### src/lcdb_pkg.sv
/*
 Constants, register map and carrier types for the continuous-drive and brake
 controller of a resonant-actuator haptic driver.
 Assumes a single 100 MHz clock and an 8-bit register port in the parent.
*/
// Behaviour
// - Preset resonant frequency is 24 kHz over an 8-bit code, reset 0x8D.
// - Each brake half-cycle lasts the half-width code over 48000 seconds.
// - Tracking off uses half-width for drive half-cycles; on (reset) uses tracked period.
// - Brake gain is bits 7:4 when boosted, bits 3:0 otherwise.
// - Battery compensation gives reference times level over 128.
// - Compensated output clamps to the rail when reference times level over battery exceeds 128.
// - Without compensation or when boosted, output is rail times level over 128.
// - Second phase uses the same formulas with its own level, reset 0x50.
// - First drive phase lasts its 8-bit half-cycle count, reset 4.
// - Second drive phase lasts its own 8-bit half-cycle count, reset 6.
// - Brake lasts its 8-bit half-cycle count, reset 8.
// - Tracking margin is 8 bits in units of 1/480000 s, reset 12.
// - Detected frequency is a 16-bit read-only count split into two bytes.
// - Detection runs only while its enable is 1; enable resets to 0.
package lcdb_pkg;
    localparam int CLK_HZ        = 100_000_000;
    localparam int DRV_UNIT_HZ   = 48000;
    localparam int MARGIN_UNIT_HZ = 480000;
    localparam int DRV_UNIT_CYC  = CLK_HZ / DRV_UNIT_HZ;
    localparam int MARGIN_UNIT_CYC = CLK_HZ / MARGIN_UNIT_HZ;

    localparam logic [7:0] ADR_PRESET   = 8'h19;
    localparam logic [7:0] ADR_HWIDTH   = 8'h1a;
    localparam logic [7:0] ADR_BRKGAIN  = 8'h1c;
    localparam logic [7:0] ADR_TRKLVL1  = 8'h1d;
    localparam logic [7:0] ADR_LVL2     = 8'h1e;
    localparam logic [7:0] ADR_CNT1     = 8'h1f;
    localparam logic [7:0] ADR_CNT2     = 8'h20;
    localparam logic [7:0] ADR_CNTBRK   = 8'h21;
    localparam logic [7:0] ADR_MARGIN   = 8'h22;
    localparam logic [7:0] ADR_FREQ_HI  = 8'h25;
    localparam logic [7:0] ADR_FREQ_LO  = 8'h26;

    localparam logic [7:0] RST_PRESET   = 8'h8d;
    localparam logic [7:0] RST_HWIDTH   = 8'h6a;
    localparam logic [3:0] RST_BST_GAIN = 4'h5;
    localparam logic [3:0] RST_PLN_GAIN = 4'h8;
    localparam logic       RST_TRACK_EN = 1'b1;
    localparam logic [6:0] RST_LVL1     = 7'h7f;
    localparam logic [6:0] RST_LVL2     = 7'h50;
    localparam logic [7:0] RST_CNT1     = 8'h04;
    localparam logic [7:0] RST_CNT2     = 8'h06;
    localparam logic [7:0] RST_CNTBRK   = 8'h08;
    localparam logic [7:0] RST_MARGIN   = 8'h0c;

    localparam int BST_GAIN_LSB = 4;
    localparam int TRACK_EN_BIT = 7;
    localparam int LEVEL_FULL   = 128;

    typedef enum logic [1:0] {
        LCDB_IDLE,
        LCDB_DRV1,
        LCDB_DRV2,
        LCDB_BRAKE
    } lcdb_phase_t;

    typedef struct packed {
        logic [7:0] preset_resonance_code;
        logic [7:0] half_width_code;
        logic [3:0] boosted_brake_gain;
        logic [3:0] plain_brake_gain;
        logic       track_en;
        logic [6:0] first_phase_level;
        logic [6:0] second_phase_level;
        logic [7:0] first_phase_count;
        logic [7:0] second_phase_count;
        logic [7:0] brake_count;
        logic [7:0] tracking_margin;
    } lcdb_cfg_t;

    typedef struct packed {
        logic [7:0] supply_rail;
        logic [7:0] vbat_ref;
        logic [7:0] vbat;
        logic       boost_select;
        logic       vbat_comp;
    } lcdb_supply_t;
endpackage : lcdb_pkg

### src/lcdb_ctrl.sv
/*
 Continuous-drive and brake controller: register file, playback sequencer,
 drive level and brake gain selection, detected-frequency readback.
 Assumes register strobes and all inputs synchronous to clock_i, and that the
 tracking loop supplies its half period in clock cycles.
*/
`timescale 1ns/10ps
`default_nettype none
module lcdb_ctrl #(
    parameter int DRV_UNIT_CYC_P = lcdb_pkg::DRV_UNIT_CYC
) (
    input  wire logic                 clock_i,
    input  wire logic                 rst_i,
    input  wire logic [7:0]           reg_addr_i,
    input  wire logic [7:0]           reg_wdata_i,
    input  wire logic                 reg_we_i,
    input  wire logic                 reg_re_i,
    output logic      [7:0]           reg_rdata_o,
    input  wire lcdb_pkg::lcdb_supply_t supply_i,
    input  wire logic                 resonance_detect_enable_i,
    input  wire logic                 meas_valid_i,
    input  wire logic [15:0]          meas_count_i,
    input  wire logic [19:0]          tracked_half_cyc_i,
    input  wire logic                 play_i,
    output lcdb_pkg::lcdb_phase_t     phase_o,
    output logic                      drive_pol_o,
    output logic      [7:0]           drive_level_o,
    output logic      [3:0]           brake_gain_o,
    output logic                      busy_o,
    output logic      [19:0]          preset_half_cyc_o,
    output logic      [15:0]          track_margin_cyc_o,
    output logic                      detect_active_o
);
    import lcdb_pkg::*;

    lcdb_cfg_t   cfg_q;
    logic [7:0]  freq_hi_q;
    logic [7:0]  freq_lo_q;
    lcdb_phase_t state_q;
    logic [7:0]  half_left_q;
    logic [7:0]  len_loaded_q;
    logic [7:0]  halves_seen_q;
    logic        tmr_start;
    logic        tmr_busy;
    logic        tmr_done;
    logic [19:0] tmr_len;
    logic [19:0] width_cyc;

    // Drive voltage code for one phase level under the current supply mode
    function automatic logic [7:0] phase_volt(input logic [6:0] lvl, input lcdb_supply_t s);
        logic [14:0] p_rail;
        logic [14:0] p_ref;
        logic [14:0] lim;
        begin
            p_rail = 15'(s.supply_rail * lvl);
            p_ref  = 15'(s.vbat_ref * lvl);
            lim    = {s.vbat, 7'h00};
            if (!s.vbat_comp || s.boost_select) begin
                phase_volt = p_rail[14:7];
            end else if (p_ref > lim) begin
                phase_volt = s.supply_rail;
            end else begin
                phase_volt = p_ref[14:7];
            end
        end
    endfunction : phase_volt

    // Register writes; the read-only frequency bytes ignore writes
    always_ff @(posedge clock_i or posedge rst_i) begin
        if (rst_i) begin
            cfg_q <= '{RST_PRESET, RST_HWIDTH, RST_BST_GAIN, RST_PLN_GAIN, RST_TRACK_EN,
                       RST_LVL1, RST_LVL2, RST_CNT1, RST_CNT2, RST_CNTBRK, RST_MARGIN};
        end else if (reg_we_i) begin
            case (reg_addr_i)
                ADR_PRESET:  cfg_q.preset_resonance_code <= reg_wdata_i;
                ADR_HWIDTH:  cfg_q.half_width_code <= reg_wdata_i;
                ADR_BRKGAIN: begin
                    cfg_q.boosted_brake_gain <= reg_wdata_i[7:BST_GAIN_LSB];
                    cfg_q.plain_brake_gain   <= reg_wdata_i[BST_GAIN_LSB-1:0];
                end
                ADR_TRKLVL1: begin
                    cfg_q.track_en          <= reg_wdata_i[TRACK_EN_BIT];
                    cfg_q.first_phase_level <= reg_wdata_i[6:0];
                end
                ADR_LVL2:    cfg_q.second_phase_level <= reg_wdata_i[6:0];
                ADR_CNT1:    cfg_q.first_phase_count <= reg_wdata_i;
                ADR_CNT2:    cfg_q.second_phase_count <= reg_wdata_i;
                ADR_CNTBRK:  cfg_q.brake_count <= reg_wdata_i;
                ADR_MARGIN:  cfg_q.tracking_margin <= reg_wdata_i;
                default: ;
            endcase
        end
    end

    // Read data is registered; unmapped addresses and the spare bit read zero
    always_ff @(posedge clock_i or posedge rst_i) begin
        if (rst_i) begin
            reg_rdata_o <= 8'h00;
        end else if (reg_re_i) begin
            case (reg_addr_i)
                ADR_PRESET:  reg_rdata_o <= cfg_q.preset_resonance_code;
                ADR_HWIDTH:  reg_rdata_o <= cfg_q.half_width_code;
                ADR_BRKGAIN: reg_rdata_o <= {cfg_q.boosted_brake_gain, cfg_q.plain_brake_gain};
                ADR_TRKLVL1: reg_rdata_o <= {cfg_q.track_en, cfg_q.first_phase_level};
                ADR_LVL2:    reg_rdata_o <= {1'b0, cfg_q.second_phase_level};
                ADR_CNT1:    reg_rdata_o <= cfg_q.first_phase_count;
                ADR_CNT2:    reg_rdata_o <= cfg_q.second_phase_count;
                ADR_CNTBRK:  reg_rdata_o <= cfg_q.brake_count;
                ADR_MARGIN:  reg_rdata_o <= cfg_q.tracking_margin;
                ADR_FREQ_HI: reg_rdata_o <= freq_hi_q;
                ADR_FREQ_LO: reg_rdata_o <= freq_lo_q;
                default:     reg_rdata_o <= 8'h00;
            endcase
        end
    end

    // Both bytes load in one edge; a capture landing between a high and a low read still gives bytes of two results
    always_ff @(posedge clock_i or posedge rst_i) begin
        if (rst_i) begin
            freq_hi_q <= 8'h00;
            freq_lo_q <= 8'h00;
        end else if (meas_valid_i && resonance_detect_enable_i) begin
            freq_hi_q <= meas_count_i[15:8];
            freq_lo_q <= meas_count_i[7:0];
        end
    end

    // Half-width in clock cycles; the unit is rounded down to whole cycles
    assign width_cyc = 20'(int'(cfg_q.half_width_code) * DRV_UNIT_CYC_P);
    always_comb begin
        if (state_q != LCDB_BRAKE && cfg_q.track_en) begin
            tmr_len = tracked_half_cyc_i;
        end else begin
            tmr_len = width_cyc;
        end
    end
    assign tmr_start = (state_q != LCDB_IDLE) && (half_left_q != 8'h00) && !tmr_busy && !tmr_done;

    lcdb_half_timer u_timer (
        .clock_i (clock_i),
        .rst_i   (rst_i),
        .start_i (tmr_start),
        .len_i   (tmr_len),
        .busy_o  (tmr_busy),
        .done_o  (tmr_done)
    );

    // Phase sequencer; a phase whose count is zero is skipped in one cycle
    always_ff @(posedge clock_i or posedge rst_i) begin
        if (rst_i) begin
            state_q      <= LCDB_IDLE;
            half_left_q  <= 8'h00;
            len_loaded_q <= 8'h00;
        end else begin
            case (state_q)
                LCDB_IDLE: begin
                    if (play_i) begin
                        state_q      <= LCDB_DRV1;
                        half_left_q  <= cfg_q.first_phase_count;
                        len_loaded_q <= cfg_q.first_phase_count;
                    end
                end
                default: begin
                    if (tmr_done) begin
                        half_left_q <= half_left_q - 8'h01;
                    end else if (half_left_q == 8'h00 && !tmr_busy) begin
                        case (state_q)
                            LCDB_DRV1: begin
                                state_q      <= LCDB_DRV2;
                                half_left_q  <= cfg_q.second_phase_count;
                                len_loaded_q <= cfg_q.second_phase_count;
                            end
                            LCDB_DRV2: begin
                                state_q      <= LCDB_BRAKE;
                                half_left_q  <= cfg_q.brake_count;
                                len_loaded_q <= cfg_q.brake_count;
                            end
                            default: state_q <= LCDB_IDLE;
                        endcase
                    end
                end
            endcase
        end
    end

    // Registered drive outputs; polarity flips at each finished half-cycle
    always_ff @(posedge clock_i or posedge rst_i) begin
        if (rst_i) begin
            phase_o       <= LCDB_IDLE;
            drive_pol_o   <= 1'b0;
            drive_level_o <= 8'h00;
            brake_gain_o  <= 4'h0;
            busy_o        <= 1'b0;
        end else begin
            phase_o      <= state_q;
            busy_o       <= (state_q != LCDB_IDLE);
            brake_gain_o <= supply_i.boost_select ? cfg_q.boosted_brake_gain
                                                  : cfg_q.plain_brake_gain;
            if (state_q == LCDB_IDLE) begin
                drive_pol_o <= 1'b0;
            end else if (tmr_done) begin
                drive_pol_o <= ~drive_pol_o;
            end
            case (state_q)
                LCDB_DRV1: drive_level_o <= phase_volt(cfg_q.first_phase_level, supply_i);
                LCDB_DRV2: drive_level_o <= phase_volt(cfg_q.second_phase_level, supply_i);
                default:   drive_level_o <= 8'h00;
            endcase
        end
    end

    // Preset half period and margin handed to the tracking loop in clock cycles
    always_ff @(posedge clock_i or posedge rst_i) begin
        if (rst_i) begin
            preset_half_cyc_o  <= 20'h00000;
            track_margin_cyc_o <= 16'h0000;
            detect_active_o    <= 1'b0;
        end else begin
            preset_half_cyc_o  <= 20'(int'(cfg_q.preset_resonance_code) * DRV_UNIT_CYC_P);
            track_margin_cyc_o <= 16'(int'(cfg_q.tracking_margin) * MARGIN_UNIT_CYC);
            detect_active_o    <= resonance_detect_enable_i;
        end
    end

    // Helper: half-cycles finished in the current phase, for checking only
    always_ff @(posedge clock_i or posedge rst_i) begin
        if (rst_i) begin
            halves_seen_q <= 8'h00;
        end else if (state_q == LCDB_IDLE || half_left_q == 8'h00 && !tmr_busy && !tmr_done) begin
            halves_seen_q <= 8'h00;
        end else if (tmr_done) begin
            halves_seen_q <= halves_seen_q + 8'h01;
        end
    end

    property p_brake_gain;
        @(posedge clock_i) disable iff (rst_i)
        1'b1 |=> brake_gain_o == ($past(supply_i.boost_select) ? $past(cfg_q.boosted_brake_gain)
                                                        : $past(cfg_q.plain_brake_gain));
    endproperty
    a_brake_gain: assert property (p_brake_gain) else $error("brake gain wrong");

    property p_det_hold;
        @(posedge clock_i) disable iff (rst_i)
        !resonance_detect_enable_i |=> $stable(freq_hi_q) && $stable(freq_lo_q);
    endproperty
    a_det_hold: assert property (p_det_hold) else $error("frequency changed while idle");

    property p_det_pair;
        @(posedge clock_i) disable iff (rst_i)
        meas_valid_i && resonance_detect_enable_i |=> {freq_hi_q, freq_lo_q} == $past(meas_count_i);
    endproperty
    a_det_pair: assert property (p_det_pair) else $error("frequency pair not captured");

    property p_order1;
        @(posedge clock_i) disable iff (rst_i)
        state_q == LCDB_DRV1 ##1 state_q != LCDB_DRV1 |-> state_q == LCDB_DRV2;
    endproperty
    a_order1: assert property (p_order1) else $error("first phase not followed by second");

    property p_order2;
        @(posedge clock_i) disable iff (rst_i)
        state_q == LCDB_DRV2 ##1 state_q != LCDB_DRV2 |-> state_q == LCDB_BRAKE;
    endproperty
    a_order2: assert property (p_order2) else $error("second phase not followed by brake");

    property p_count;
        @(posedge clock_i) disable iff (rst_i)
        state_q != LCDB_IDLE ##1 $changed(state_q) |-> $past(halves_seen_q) == $past(len_loaded_q);
    endproperty
    a_count: assert property (p_count) else $error("half-cycle count wrong");

    property p_clamp;
        @(posedge clock_i) disable iff (rst_i)
        state_q == LCDB_DRV1 && supply_i.vbat_comp && !supply_i.boost_select &&
        (15'(supply_i.vbat_ref * cfg_q.first_phase_level) > {supply_i.vbat, 7'h00})
        |=> drive_level_o == $past(supply_i.supply_rail);
    endproperty
    a_clamp: assert property (p_clamp) else $error("compensated level not clamped");

    property p_level2;
        @(posedge clock_i) disable iff (rst_i)
        state_q == LCDB_DRV2 && !supply_i.vbat_comp
        |=> drive_level_o == 8'((16'($past(supply_i.supply_rail))
                                 * $past(cfg_q.second_phase_level)) >> 7);
    endproperty
    a_level2: assert property (p_level2) else $error("second level wrong");

    property p_width;
        @(posedge clock_i) disable iff (rst_i)
        tmr_start && (state_q == LCDB_BRAKE || !cfg_q.track_en)
        |-> tmr_len == 20'(int'(cfg_q.half_width_code) * DRV_UNIT_CYC_P);
    endproperty
    a_width: assert property (p_width) else $error("half-width length wrong");

    property p_track;
        @(posedge clock_i) disable iff (rst_i)
        tmr_start && state_q != LCDB_BRAKE && cfg_q.track_en |-> tmr_len == tracked_half_cyc_i;
    endproperty
    a_track: assert property (p_track) else $error("tracked length not used");
endmodule : lcdb_ctrl
`default_nettype wire

### src/lcdb_half_timer.sv
/*
 Half-cycle timer: counts one half-cycle of the given length in clock cycles.
 Assumes the caller only starts it while busy_o and done_o are both low.
*/
`timescale 1ns/10ps
`default_nettype none
module lcdb_half_timer (
    input  wire logic        clock_i,
    input  wire logic        rst_i,
    input  wire logic        start_i,
    input  wire logic [19:0] len_i,
    output logic             busy_o,
    output logic             done_o
);
    logic [19:0] cnt_q;

    // A zero length is stretched to one cycle so the sequencer never hangs
    always_ff @(posedge clock_i or posedge rst_i) begin
        if (rst_i) begin
            cnt_q  <= 20'h00000;
            busy_o <= 1'b0;
            done_o <= 1'b0;
        end else begin
            done_o <= 1'b0;
            if (start_i) begin
                cnt_q  <= (len_i == 20'h00000) ? 20'h00000 : len_i - 20'h00001;
                busy_o <= 1'b1;
            end else if (busy_o) begin
                if (cnt_q == 20'h00000) begin
                    busy_o <= 1'b0;
                    done_o <= 1'b1;
                end else begin
                    cnt_q <= cnt_q - 20'h00001;
                end
            end
        end
    end
endmodule : lcdb_half_timer
`default_nettype wire

### config.mk
export PLATFORM = sky130hd
export DESIGN_NAME = lcdb_ctrl
export DESIGN_NICKNAME = d
export VERILOG_FILES = /design/src/lcdb_pkg.sv /design/src/lcdb_ctrl.sv /design/src/lcdb_half_timer.sv
export SDC_FILE = /design/constraint.sdc
export NUM_CORES = 1
export LEC_CHECK = 0
export BUFFER_PORTS_ARGS = -buffer_cell sky130_fd_sc_hd__buf_2
export CAP_MARGIN = 10
export CORE_AREA = 2 2 195 197
export CTS_CLUSTER_SIZE = 16
export DETAILED_ROUTE_END_ITERATION = 10
export DIE_AREA = 0 0 197 199
export PLACE_DENSITY = 0.67
export SYNTH_ARGS = -nofsm -noshare
export SYNTH_HDL_FRONTEND = slang
export SYNTH_SLANG_ARGS = --single-unit
### constraint.sdc
create_clock -name clock_i -period 20.5 [get_ports clock_i]
set_input_delay 1.025 -clock clock_i [delete_from_list [all_inputs] [get_ports clock_i]]
set_output_delay 1.025 -clock clock_i [all_outputs]
set_load 0.03 [all_outputs]
==> results by group, run 1 <==
Synthesis
  • Netlist Area Pre-Place: about 18000 um2
  • Synth top area share: between 20% and 30%
  • Area leader, netlist: dfrtp_1
  • Synth Flop Type: dfrtp_1
  • Async S/R FF share, synth: between 90% and 100%
  • Synthesized area per cell: 9.57 um2
  • EDFF count, synth: 0
  • Cells after synthesis: between 1500 and 2000
  • #FFs+latches synth: around 180
  • Sequential share of the synthesized area: between 20% and 30%
  • Synth unique cells: 91
  • Synth area leaders: dfrtp_1, ha_1, fa_1
  • YS warnings: 0

Clock network
  • Setup Buffers After CTS: 0
  • CTS tree: built
  • Clock buffer depth: 2
  • CTS root buf: clkbuf_16
  • Worst-Skew Late Latency: ~0.44 ns
  • Post_cts resized: 0
  • CTS Sinks: approximately 180
  • Clock transition at the registers of the reported paths: approximately 0.070 ns
  • # hold bufs at CTS: 0
  • H-tree depth: 4
  • TritonCTS buffer count: 17

STA
  • Final worst setup slack: between 10 and 15 ns
  • Achievable Freq: roughly 140 MHz
  • Max transition margin: between 20% and 30%
  • Unrepaired setup endpoints after global routing: false
  • Number of hold violations in the final report: 0
  • Worst slew pin tran: 1.13 ns
  • Final TNS setup: 0 ns
  • Slew Limit Fails: 0
  • Clock Skew: around 0.013 ns
  • Tmin final: a little over 7 ns
  • Fin crit share: a little over a third
  • Final setup fails: 0

Pwr
  • Clock power frac: approximately 30%
  • Power per cell area: between 50 and 60 nW/um2
  • Share of power burned in combinational logic: between 30% and 40%
  • Sw Pwr: 0.419 mW
  • Worst vdd ir: 68.1 uV
  • Switch share: between 30% and 40%
  • Flop pwr share: approximately two fifths
  • Lkg Pwr: 10.5 nW
  • Pint: 0.716 mW
  • Total Power: about 1.1 mW

Global route
  • Initial antenna violation count: 0
  • GRT Total Usage: between 20% and 30%
  • Vias in the first global route: approximately 15000
  • Largest net degree at the start of global routing: a little under 100
  • GRT Residual Overflow: 0
  • First-pass GRT wire length: 77.9 mm

Die
  • Total Die Area: between 30000 and 40000 um2
  • Core Area: ~37000 um2
  • Die Wd: 197 um
  • Number of primary I/O pins: between 100 and 150
  • # rows: 71
  • Die Y-Extent: ~200 um
  • Starting density of the core: roughly 50%

Drt
  • Post-route DRC: 0
  • Detailed Route Iter0 Violations: between 800 and 900
  • Post-route ant nets: 0
  • First-pass detailed-route iteration total: 6
  • Post-DR vias/cell: ~5.8
  • Final WL: 47.5 mm
  • Via count: ~14000
  • DR WL/cell: 19.0 um

Placement
  • Placed cell area: 19300 um2
  • Pre-CTS setup slack: 12.91 ns
  • Hpwl dp: roughly 36 mm
  • GP Congestion: 0.896
  • I/O Buffers: 141

Worst setup path
  • Critical Path Start Type: input pin
  • Worst setup EP type: register
  • Worst EP required: between 20 and 25 ns
  • Crit Path Max Fanout: 14
  • Worst Path Arrival: 7.46 ns
  • CP Class: input pin to register

Layout
  • Share of cells above drive strength 1: between 15 and 20%
  • Fin util: 53.7%
  • Post-route cell area: roughly 20000 um2
  • Area Overhead vs Synth: 9.16%
  • Nets: roughly 2500
  • Ant diodes: 0

Run status
  • Outcome: finished, final reports clean

Hold path
  • Worst min-delay path class: register to register

Job
  • Maxcap violations: 0
## worst max-delay path, stage by stage
cell       delay (ns)
buf_2            0.31
and2_1           0.22
fa_1             0.43
fa_1             0.52
fa_1             0.49
inv_1            0.05
fa_1             0.47
inv_1            0.04
ha_1             0.34
a21oi_1          0.15
o21ai_0          0.13
a21oi_1          0.25
o21ai_0          0.14
xnor2_1          0.20
ha_1             0.32
nor4b_1          0.30
nand4_1          0.13
or4b_2           0.67
o2bb2ai_2        0.43
mux2_2           0.39
o21ai_0          0.23
o311ai_0         0.20
## worst paths after layout
| kind | from | endpoint | slack [ns] | cells after the start |
|---|---|---|---|---|
| max in group asynchronous | rst_i | preset_half_cyc_o[10] | 18.20 | 3 |
| max | supply_i[16] | drive_level_o[7] | 13.31 | 22 |
| min reg2reg | state_q[1] | phase_o[1] | 0.49 | 0 |
| min | state_q[1] | phase_o[1] | 0.49 | 0 |
| max reg2reg | cfg_q[34] | drive_level_o[1] | 13.34 | 25 |
| min in group asynchronous | rst_i | freq_lo_q[7] | 0.73 | 2 |
## power by group through the flow
stage               sequential (mW)  clock (mW)  combinational (mW)
floorplan                     0.450           0               0.246
global placement              0.449           0               0.345
detailed placement            0.450           0               0.352
CTS                           0.444       0.342               0.355
global route                  0.452       0.353               0.398
finish                        0.446       0.335               0.354
## routing by layer
layer  vias to the layer above  GRT usage [%]  wire (um)
met5                         -              0          0
met4                         0           6.88       1050
met3                        76           3.37       2560
met2                       432           42.0      22100
met1                      7124           34.7      21700
li1                       6752              -          -
## layout by cell type (no fill, tap or decap), types with 16 or more instances in the layout
| master | synthesis | final |
|---|---|---|
| inv_1 | 223 | 222 |
| a211oi_1 | 16 | 16 |
| o21ai_0 | 69 | 69 |
| xnor2_1 | 58 | 58 |
| xor2_1 | 24 | 24 |
| clkbuf_16 | 0 | 17 |
| a21o_1 | 19 | 19 |
| mux2i_1 | 24 | 24 |
| nand3_1 | 28 | 28 |
| nand2_1 | 189 | 189 |
| ha_1 | 239 | 239 |
| dfrtp_1 | 149 | 149 |
| mux2_2 | 107 | 107 |
| dfstp_2 | 27 | 27 |
| buf_2 | 4 | 141 |
| and2_1 | 125 | 125 |
| nor3_1 | 30 | 30 |
| a21oi_1 | 75 | 75 |
| fa_1 | 127 | 127 |
| nor2_1 | 71 | 71 |
## registers in the layout, summed over array words and instances, names as in the netlist
register	cells
drive_pol_o	1
brake_gain_o	4
half_left_q	8
busy_o	1
freq_hi_q	8
u_timer.cnt_q	20
u_timer.done_o	1
detect_active_o	1
drive_level_o	8
reg_rdata_o	8
cfg_q	71
freq_lo_q	8
state_q	2
phase_o	2
u_timer.busy_o	1
track_margin_cyc_o	12
preset_half_cyc_o	20
## cells in the mapped netlist (10+ instances only)
| master | instances |
|---|---|
| or3_1 | 10 |
| dfstp_2 | 27 |
| a221oi_1 | 12 |
| ha_1 | 239 |
| a22oi_1 | 11 |
| inv_1 | 223 |
| a21o_1 | 19 |
| nor2_1 | 71 |
| o21bai_1 | 10 |
| clkbuf_1 | 50 |
| a211oi_1 | 16 |
| xnor2_1 | 58 |
| xor2_1 | 24 |
| mux2i_1 | 24 |
| nand2_1 | 189 |
| dfrtp_1 | 149 |
| and2_1 | 125 |
| fa_1 | 127 |
| a21oi_1 | 75 |
| o21ai_0 | 69 |
| mux2_2 | 107 |
| o22ai_1 | 10 |
| nor3_1 | 30 |
| nor2b_1 | 12 |
| nand3_1 | 28 |
## stage by stage
stage	cells	hold WS, ns
floorplan	1910	0.401
global placement	2465	0.448
detailed placement	2465	0.451
CTS	2497	0.485
global route	2497	0.497
finish	2497	0.487
## layout make-up
class                      instances  area [um2]
clock buffer                      18         439
clock inverter                    14         168
fill                            3360       17200
inverter                         223         842
multi-input combinational       1447       12700
sequential                       176        4440
tap                              474         593
timing repair buffer             145         736
## kinds of logic after synthesis
kind of cell / synth area share [%]
and+or+nand+nor: 15.2
xor gates and xnor gates: 3.93
muxes: 8.16
DFF: 24.3
other: 0.0205
adders and majority gates: 30.3
AOI/OAI and AO/OA: 11.9
buffers and inverters: 6.11
No activity file was read; power rests on OpenSTA's default activity.
==> run 2: changes to the inputs <==
--- a/config.mk
+++ b/config.mk
@@ -11,7 +11,7 @@
 export CTS_CLUSTER_SIZE = 16
 export DETAILED_ROUTE_END_ITERATION = 10
 export DIE_AREA = 0 0 197 199
-export PLACE_DENSITY = 0.67
+export PLACE_DENSITY = 0.69
 export SYNTH_ARGS = -nofsm -noshare
 export SYNTH_HDL_FRONTEND = slang
 export SYNTH_SLANG_ARGS = --single-unit
==> constraint.sdc (replaced) <==
create_clock -name clock_i -period 6.3 [get_ports clock_i]
set_input_delay 0.315 -clock clock_i [delete_from_list [all_inputs] [get_ports clock_i]]
set_output_delay 0.315 -clock clock_i [all_outputs]
set_load 0.03 [all_outputs]
==> results by group, run 2 (same netlist as run 1, synthesis figures left out) <==
Run status
  • Outcome: finished, violations left
  • Failing checks: setup timing

Placement
  • GP Congestion: around 0.94
  • Pre-CTS setup slack: -0.171 ns
  • Placed cell area: 19700 um2
  • Cell Count Post-Placement: 2508
  • Hpwl dp: between 30 and 40 mm
  • I/O Buffers: roughly 140

Drt
  • Via count: about 15000
  • Post-route ant nets: 0
  • Post-route DRC: 0
  • Post-DR vias/cell: approximately 5.7
  • First-pass detailed-route iteration total: 7
  • Detailed Route Iter0 Violations: roughly 1000
  • DR WL/cell: between 15 and 20 um
  • Final WL: 47.3 mm

Pwr
  • Power per cell area: approximately 180 nW/um2
  • Total Power: between 3 and 4 mW
  • Worst vdd ir: roughly 160 uV
  • Lkg Pwr: approximately 11 nW

STA
  • Hold WS: ~0.085 ns
  • Final setup fails: 1
  • Number of hold violations in the final report: 0
  • Final TNS setup: -0.0140 ns
  • Fin crit share: 100%
  • Unrepaired setup endpoints after global routing: true
  • Worst slew pin tran: between 1 and 1.5 ns
  • Tmin final: ~6.3 ns
  • Achievable Freq: about 160 MHz
  • Final worst setup slack: -0.0140 ns
  • Clock Skew: roughly 0.018 ns
  • Max transition margin: between 30% and 40%
  • Slew Limit Fails: 0

Layout
  • Multi-input logic area: roughly 13000 um2
  • FF/Latch Area: 4440 um2
  • Final std cells w/o fill: ~2500
  • Area Overhead vs Synth: 12.4%
  • Largest register FFs: approximately 70
  • Ant diodes: 0
  • Nets: between 2000 and 3000
  • Biggest regs: cfg_q (71), preset_half_cyc_o (20), u_timer.cnt_q (20)
  • Fin util: 55.3%
  • Share of cells above drive strength 1: 20.0%
  • Post-route cell area: ~21000 um2
  • Largest reg by FF count: cfg_q
  • Fill cells: around 3300
  • Commonest cells after routing, fill and taps aside: ha_1, inv_1, nand2_1
  • Commonest non-fill, non-tap cell in the layout: ha_1

Job
  • Maxcap violations: 0

Worst setup path
  • Buf/Inv on CP: 5
  • Worst Path Arrival: around 6.7 ns
  • Worst setup EP type: register
  • Reg2Reg Depth: 27
  • Slowest CP cell: fa_1
  • Reg2Reg Setup Slack: -0.01 ns
  • Delay-heaviest family, CP: adder cells
  • Worst EP required: 6.64 ns
  • Crit Path Max Fanout: 8
  • CP most frequent cell: fa_1
  • Worst reg2reg endpoint: drive_level_o[6]
  • Critical Path Start Type: register
  • Crit-path max cell delay: around 0.54 ns
  • CP Class: register to register
  • FF-to-FF Start: cfg_q[33]

Die
  • Total Die Area: between 30000 and 40000 um2
  • Starting density of the core: approximately half
  • Core Area: 37100 um2
  • Die Wd: ~200 um
  • Number of primary I/O pins: 146
  • Die Y-Extent: 199 um
  • # rows: around 70

Clock network
  • CTS tree: built
  • Clock buffer depth: 2
  • TritonCTS buffer count: 17
  • Worst-Skew Late Latency: around 0.45 ns
  • H-tree depth: 4
  • CTS Sinks: 176
  • Clock transition at the registers of the reported paths: about 0.09 ns
  • CTS root buf: clkbuf_16

Hold path
  • WHS Endpoint: freq_hi_q[1]
  • Worst min-delay path class: input pin to register
  • Hold Path Depth: 2
  • Hold Path Origin: meas_count_i[9]

Global route
  • Largest net degree at the start of global routing: between 100 and 150
  • Initial antenna violation count: 0
  • GRT Residual Overflow: 0
  • Vias in the first global route: approximately 15000
  • First-pass GRT wire length: approximately 77 mm
  • GRT Total Usage: 24.8%
run 2: routing by layer:
layer	up-vias	track usage (%)	share of wire (%)
met5	-	0	0
met4	0	9.66	3.9
met3	113	3.22	4.8
met2	463	40.7	46
met1	7211	33.4	45
li1	6866	-	-
run 2: worst register-to-register path: stages, from the launching register on:
cell and delay (ns):
dfrtp_1 0.41, and2_4 0.15, fa_1 0.54, inv_2 0.04
fa_1 0.53, inv_1 0.05, fa_1 0.47, inv_1 0.05
fa_1 0.49, inv_2 0.05, ha_4 0.21, o21ai_2 0.07
o21ba_4 0.19, o311a_1 0.34, o41a_1 0.36, a211oi_2 0.19
o21bai_1 0.10, xnor2_1 0.15, ha_1 0.32, nand3_1 0.08
nor3_1 0.13, o2111ai_1 0.14, a211oi_2 0.36, nor2_4 0.11
buf_6 0.14, nor3_4 0.18, nor3_2 0.08, a311o_1 0.28
run 2: worst max-delay path by stage:
stage	from	to	slack [ns]	cells past startpoint
floorplan	cfg_q[38]	drive_level_o[1]	0.02	27
global placement	supply_i[15]	drive_level_o[1]	-0.02	27
detailed placement	cfg_q[41]	drive_level_o[7]	-0.17	21
CTS	cfg_q[40]	drive_level_o[1]	0.004	25
global route	cfg_q[33]	drive_level_o[6]	-0.32	27
finish	cfg_q[33]	drive_level_o[6]	-0.01	27
run 2: final cells by class:
cell class / instances / area share, %
clock buffer: 17 / 2.07
timing repair buffer: 197 / 5.58
sequential: 176 / 21.6
clock inverter: 15 / 1.03
multi-input combinational: 1447 / 62.7
inverter: 223 / 4.11
tap: 474 / 2.89
run 2: repair_timing:
| item | in CTS | in global routing |
|---|---|---|
| endpoints found under the hold margin | 4 | 0 |
| pin swaps | 6 | 17 |
| gates resized for setup | 6 | 28 |
| setup buffers | 4 | 4 |
| endpoints found under the setup margin | 8 | 8 |
| hold buffers | 2 | 0 |
run 2: power breakdown:
part / leakage, nW / internal, mW / switching [mW]
registers: 2.22 / 1.28 / 0.142
logic: 8.26 / 0.500 / 0.723
clock network: 0.306 / 0.556 / 0.584
total: 10.8 / 2.34 / 1.45
==> run 3: changes to the inputs <==
--- a/config.mk
+++ b/config.mk
@@ -5,13 +5,17 @@
 export SDC_FILE = /design/constraint.sdc
 export NUM_CORES = 1
 export LEC_CHECK = 0
+export ABC_CLOCK_PERIOD_IN_PS = 6300
 export BUFFER_PORTS_ARGS = -buffer_cell sky130_fd_sc_hd__buf_2
 export CAP_MARGIN = 10
-export CORE_AREA = 2 2 195 197
+export CELL_PAD_IN_SITES_DETAIL_PLACEMENT = 1
+export CELL_PAD_IN_SITES_GLOBAL_PLACEMENT = 1
+export CORE_AREA = 2 2 207 209
+export CTS_BUF_LIST = sky130_fd_sc_hd__clkbuf_8 sky130_fd_sc_hd__clkbuf_16
 export CTS_CLUSTER_SIZE = 16
 export DETAILED_ROUTE_END_ITERATION = 10
-export DIE_AREA = 0 0 197 199
-export PLACE_DENSITY = 0.69
+export DIE_AREA = 0 0 209 211
+export PLACE_DENSITY = 0.77
 export SYNTH_ARGS = -nofsm -noshare
 export SYNTH_HDL_FRONTEND = slang
 export SYNTH_SLANG_ARGS = --single-unit
==> results by group, run 3 (same netlist as run 1, synthesis figures left out) <==
Global route
  • Met1 usage: 32.2%
  • Vias in the first global route: 16394
  • First-pass GRT wire length: 87.7 mm
  • Largest net degree at the start of global routing: ~110
  • M2 GR Usage: approximately 45%
  • Global route hottest layer: met2
  • Met3 usage: 3.52%
  • GRT Residual Overflow: 0
  • GRT Total Usage: about a quarter
  • Initial antenna violation count: 2

Hold path
  • Worst min-delay path class: input pin to async pin

STA
  • Slew Limit Fails: 0
  • Fin crit share: 100%
  • Achievable Freq: between 150 and 200 MHz
  • Final setup fails: 2
  • Max transition margin: a little under a third
  • Worst slew pin tran: roughly 1.0 ns
  • Clock Skew: between 0.01 and 0.015 ns
  • Hold WS: -0.0239 ns
  • Number of hold violations in the final report: 15
  • Final TNS setup: -0.0108 ns
  • Unrepaired setup endpoints after global routing: true
  • Final worst setup slack: -0.00971 ns
  • Tmin final: approximately 6.3 ns

Pwr
  • Total Power: 3.77 mW
  • Lkg Pwr: between 10 and 15 nW
  • Worst vdd ir: about 220 uV
  • Power per cell area: about 180 nW/um2

Clock network
  • TritonCTS buffer count: 17
  • Clock transition at the registers of the reported paths: roughly 0.070 ns
  • CTS tree: built
  • Clock buffer depth: 2
  • CTS root buf: clkbuf_16
  • Worst-Skew Late Latency: 0.46 ns
  • H-tree depth: 4
  • CTS Sinks: 176

Worst setup path
  • CP most frequent cell: fa_1
  • Crit Path Max Fanout: 6
  • Worst Path Arrival: around 6.7 ns
  • FF-to-FF Start: cfg_q[33]
  • Worst setup EP type: register
  • Delay-heaviest family, CP: adder cells
  • Critical Path Start Type: register
  • CP Class: register to register
  • Reg2Reg Depth: 27
  • Slowest CP cell: fa_1
  • Reg2Reg Setup Slack: -0.01 ns
  • Worst reg2reg endpoint: drive_level_o[3]
  • Crit-path max cell delay: ~0.55 ns
  • Worst EP required: about 6.7 ns
  • Buf/Inv on CP: 5

Die
  • Die Y-Extent: approximately 210 um
  • Die Wd: between 200 and 250 um
  • Starting density of the core: between 40% and 50%
  • Total Die Area: approximately 44000 um2
  • Core Area: around 42000 um2
  • Number of primary I/O pins: between 100 and 150
  • # rows: between 70 and 80

Layout
  • Ant diodes: 0
  • Share of cells above drive strength 1: 20.6%
  • Area Overhead vs Synth: 13.2%
  • Commonest cells after routing, fill and taps aside: ha_1, inv_1, nand2_1
  • Largest reg by FF count: cfg_q
  • Commonest non-fill, non-tap cell in the layout: ha_1
  • Largest register FFs: between 70 and 80
  • Biggest regs: cfg_q (71), preset_half_cyc_o (20), u_timer.cnt_q (20)
  • Fin util: between 40 and 50%
  • Nets: between 2000 and 3000
  • Fill cells: ~4800

Run status
  • Outcome: finished, violations left
  • Failing checks: hold timing, setup timing

Job
  • Maxcap violations: 0

Drt
  • Post-route DRC: 0
  • Post-route ant nets: 0
  • Detailed Route Iter0 Violations: slightly above 700
  • First-pass detailed-route iteration total: 7
  • Final WL: ~55 mm
  • Post-DR vias/cell: ~5.7
  • DR WL/cell: 20.8 um
  • Via count: ~15000

Placement
  • Hpwl dp: between 40 and 50 mm
  • I/O Buffers: 141
  • GP Congestion: between 0.9 and 1
[run 3: cell count changes in the layout (fill, tap and decap cells not counted), moves of 2 or more]
cell and delta:
a2111oi_0 -2, a2111oi_1 +2, buf_4 +20, clkinv_2 +2
clkinv_8 -2, inv_12 -4, inv_6 +2, nor3_2 +2
nor4b_2 -2
[run 3: layer usage]
layer	vias up	part of all wire, %
li1	6891	-
met1	7659	44
met2	327	49
met3	92	3.8
met4	2	2.5
met5	-	0.020
[run 3: metrics by stage]
step / setup slack [ns] / area [um2] / cells
3_3_place_gp: -0.0669 / 19800 / 2584
5_1_grt: -0.362 / 20700 / 2632
4_1_cts: 0.00200 / 20600 / 2624
6_report: -0.00971 / 20700 / 2632
3_5_place_dp: -0.286 / 19800 / 2584
2_1_floorplan: 0.0204 / 18300 / 1910
[run 3: cell type report]
cell class	instances	area [um2]	share of cell area [%]
clock buffers	18	439	2.12
repair buffers	215	1270	6.15
inverters	223	845	4.09
multi-input cells	1447	12900	62.2
well taps	539	674	3.26
clock inverters	14	146	0.708
flip-flops and latches	176	4440	21.5
[run 3: worst max-delay path by stage]
stage | depth (start not counted) | from | to
after floorplan | 27 | cfg_q[38] | drive_level_o[1]
after global placement | 24 | supply_i[15] | drive_level_o[1]
after detailed placement | 24 | supply_i[15] | drive_level_o[1]
after CTS | 23 | cfg_q[41] | drive_level_o[1]
after global routing | 27 | cfg_q[33] | drive_level_o[0]
final | 27 | cfg_q[33] | drive_level_o[3]
[run 3: power breakdown]
group	switching, mW	internal, mW	total (mW)
clock	0.542	0.536	1.08
combinational	0.757	0.509	1.27
sequential	0.146	1.28	1.43
total	1.45	2.33	3.77
[run 3: repair_timing]
item	CTS	global route
hold endpoints to repair	1	0
cloned	0	0
gates resized for setup	16	14
pin swaps	13	12
endpoints found under the setup margin	7	8
buffers inserted	7	7
hold buffers	1	0
[run 3: worst reg2reg max path, cell delays in order (launching register included)]
cell       delay, ns
dfrtp_1         0.40
and2_4          0.17
fa_1            0.55
inv_2           0.05
fa_1            0.54
inv_1           0.06
fa_1            0.47
inv_1           0.05
fa_1            0.48
inv_1           0.07
ha_4            0.22
o21ai_2         0.06
o21ba_4         0.17
o311a_1         0.31
o41a_1          0.36
a211oi_2        0.20
o21bai_1        0.11
xnor2_1         0.16
ha_1            0.31
nand3_1         0.08
nor3_2          0.11
o2111ai_1       0.15
a211oi_2        0.34
nor2_4          0.11
buf_4           0.16
mux2i_1         0.16
nand2_1         0.08
a41o_1          0.27
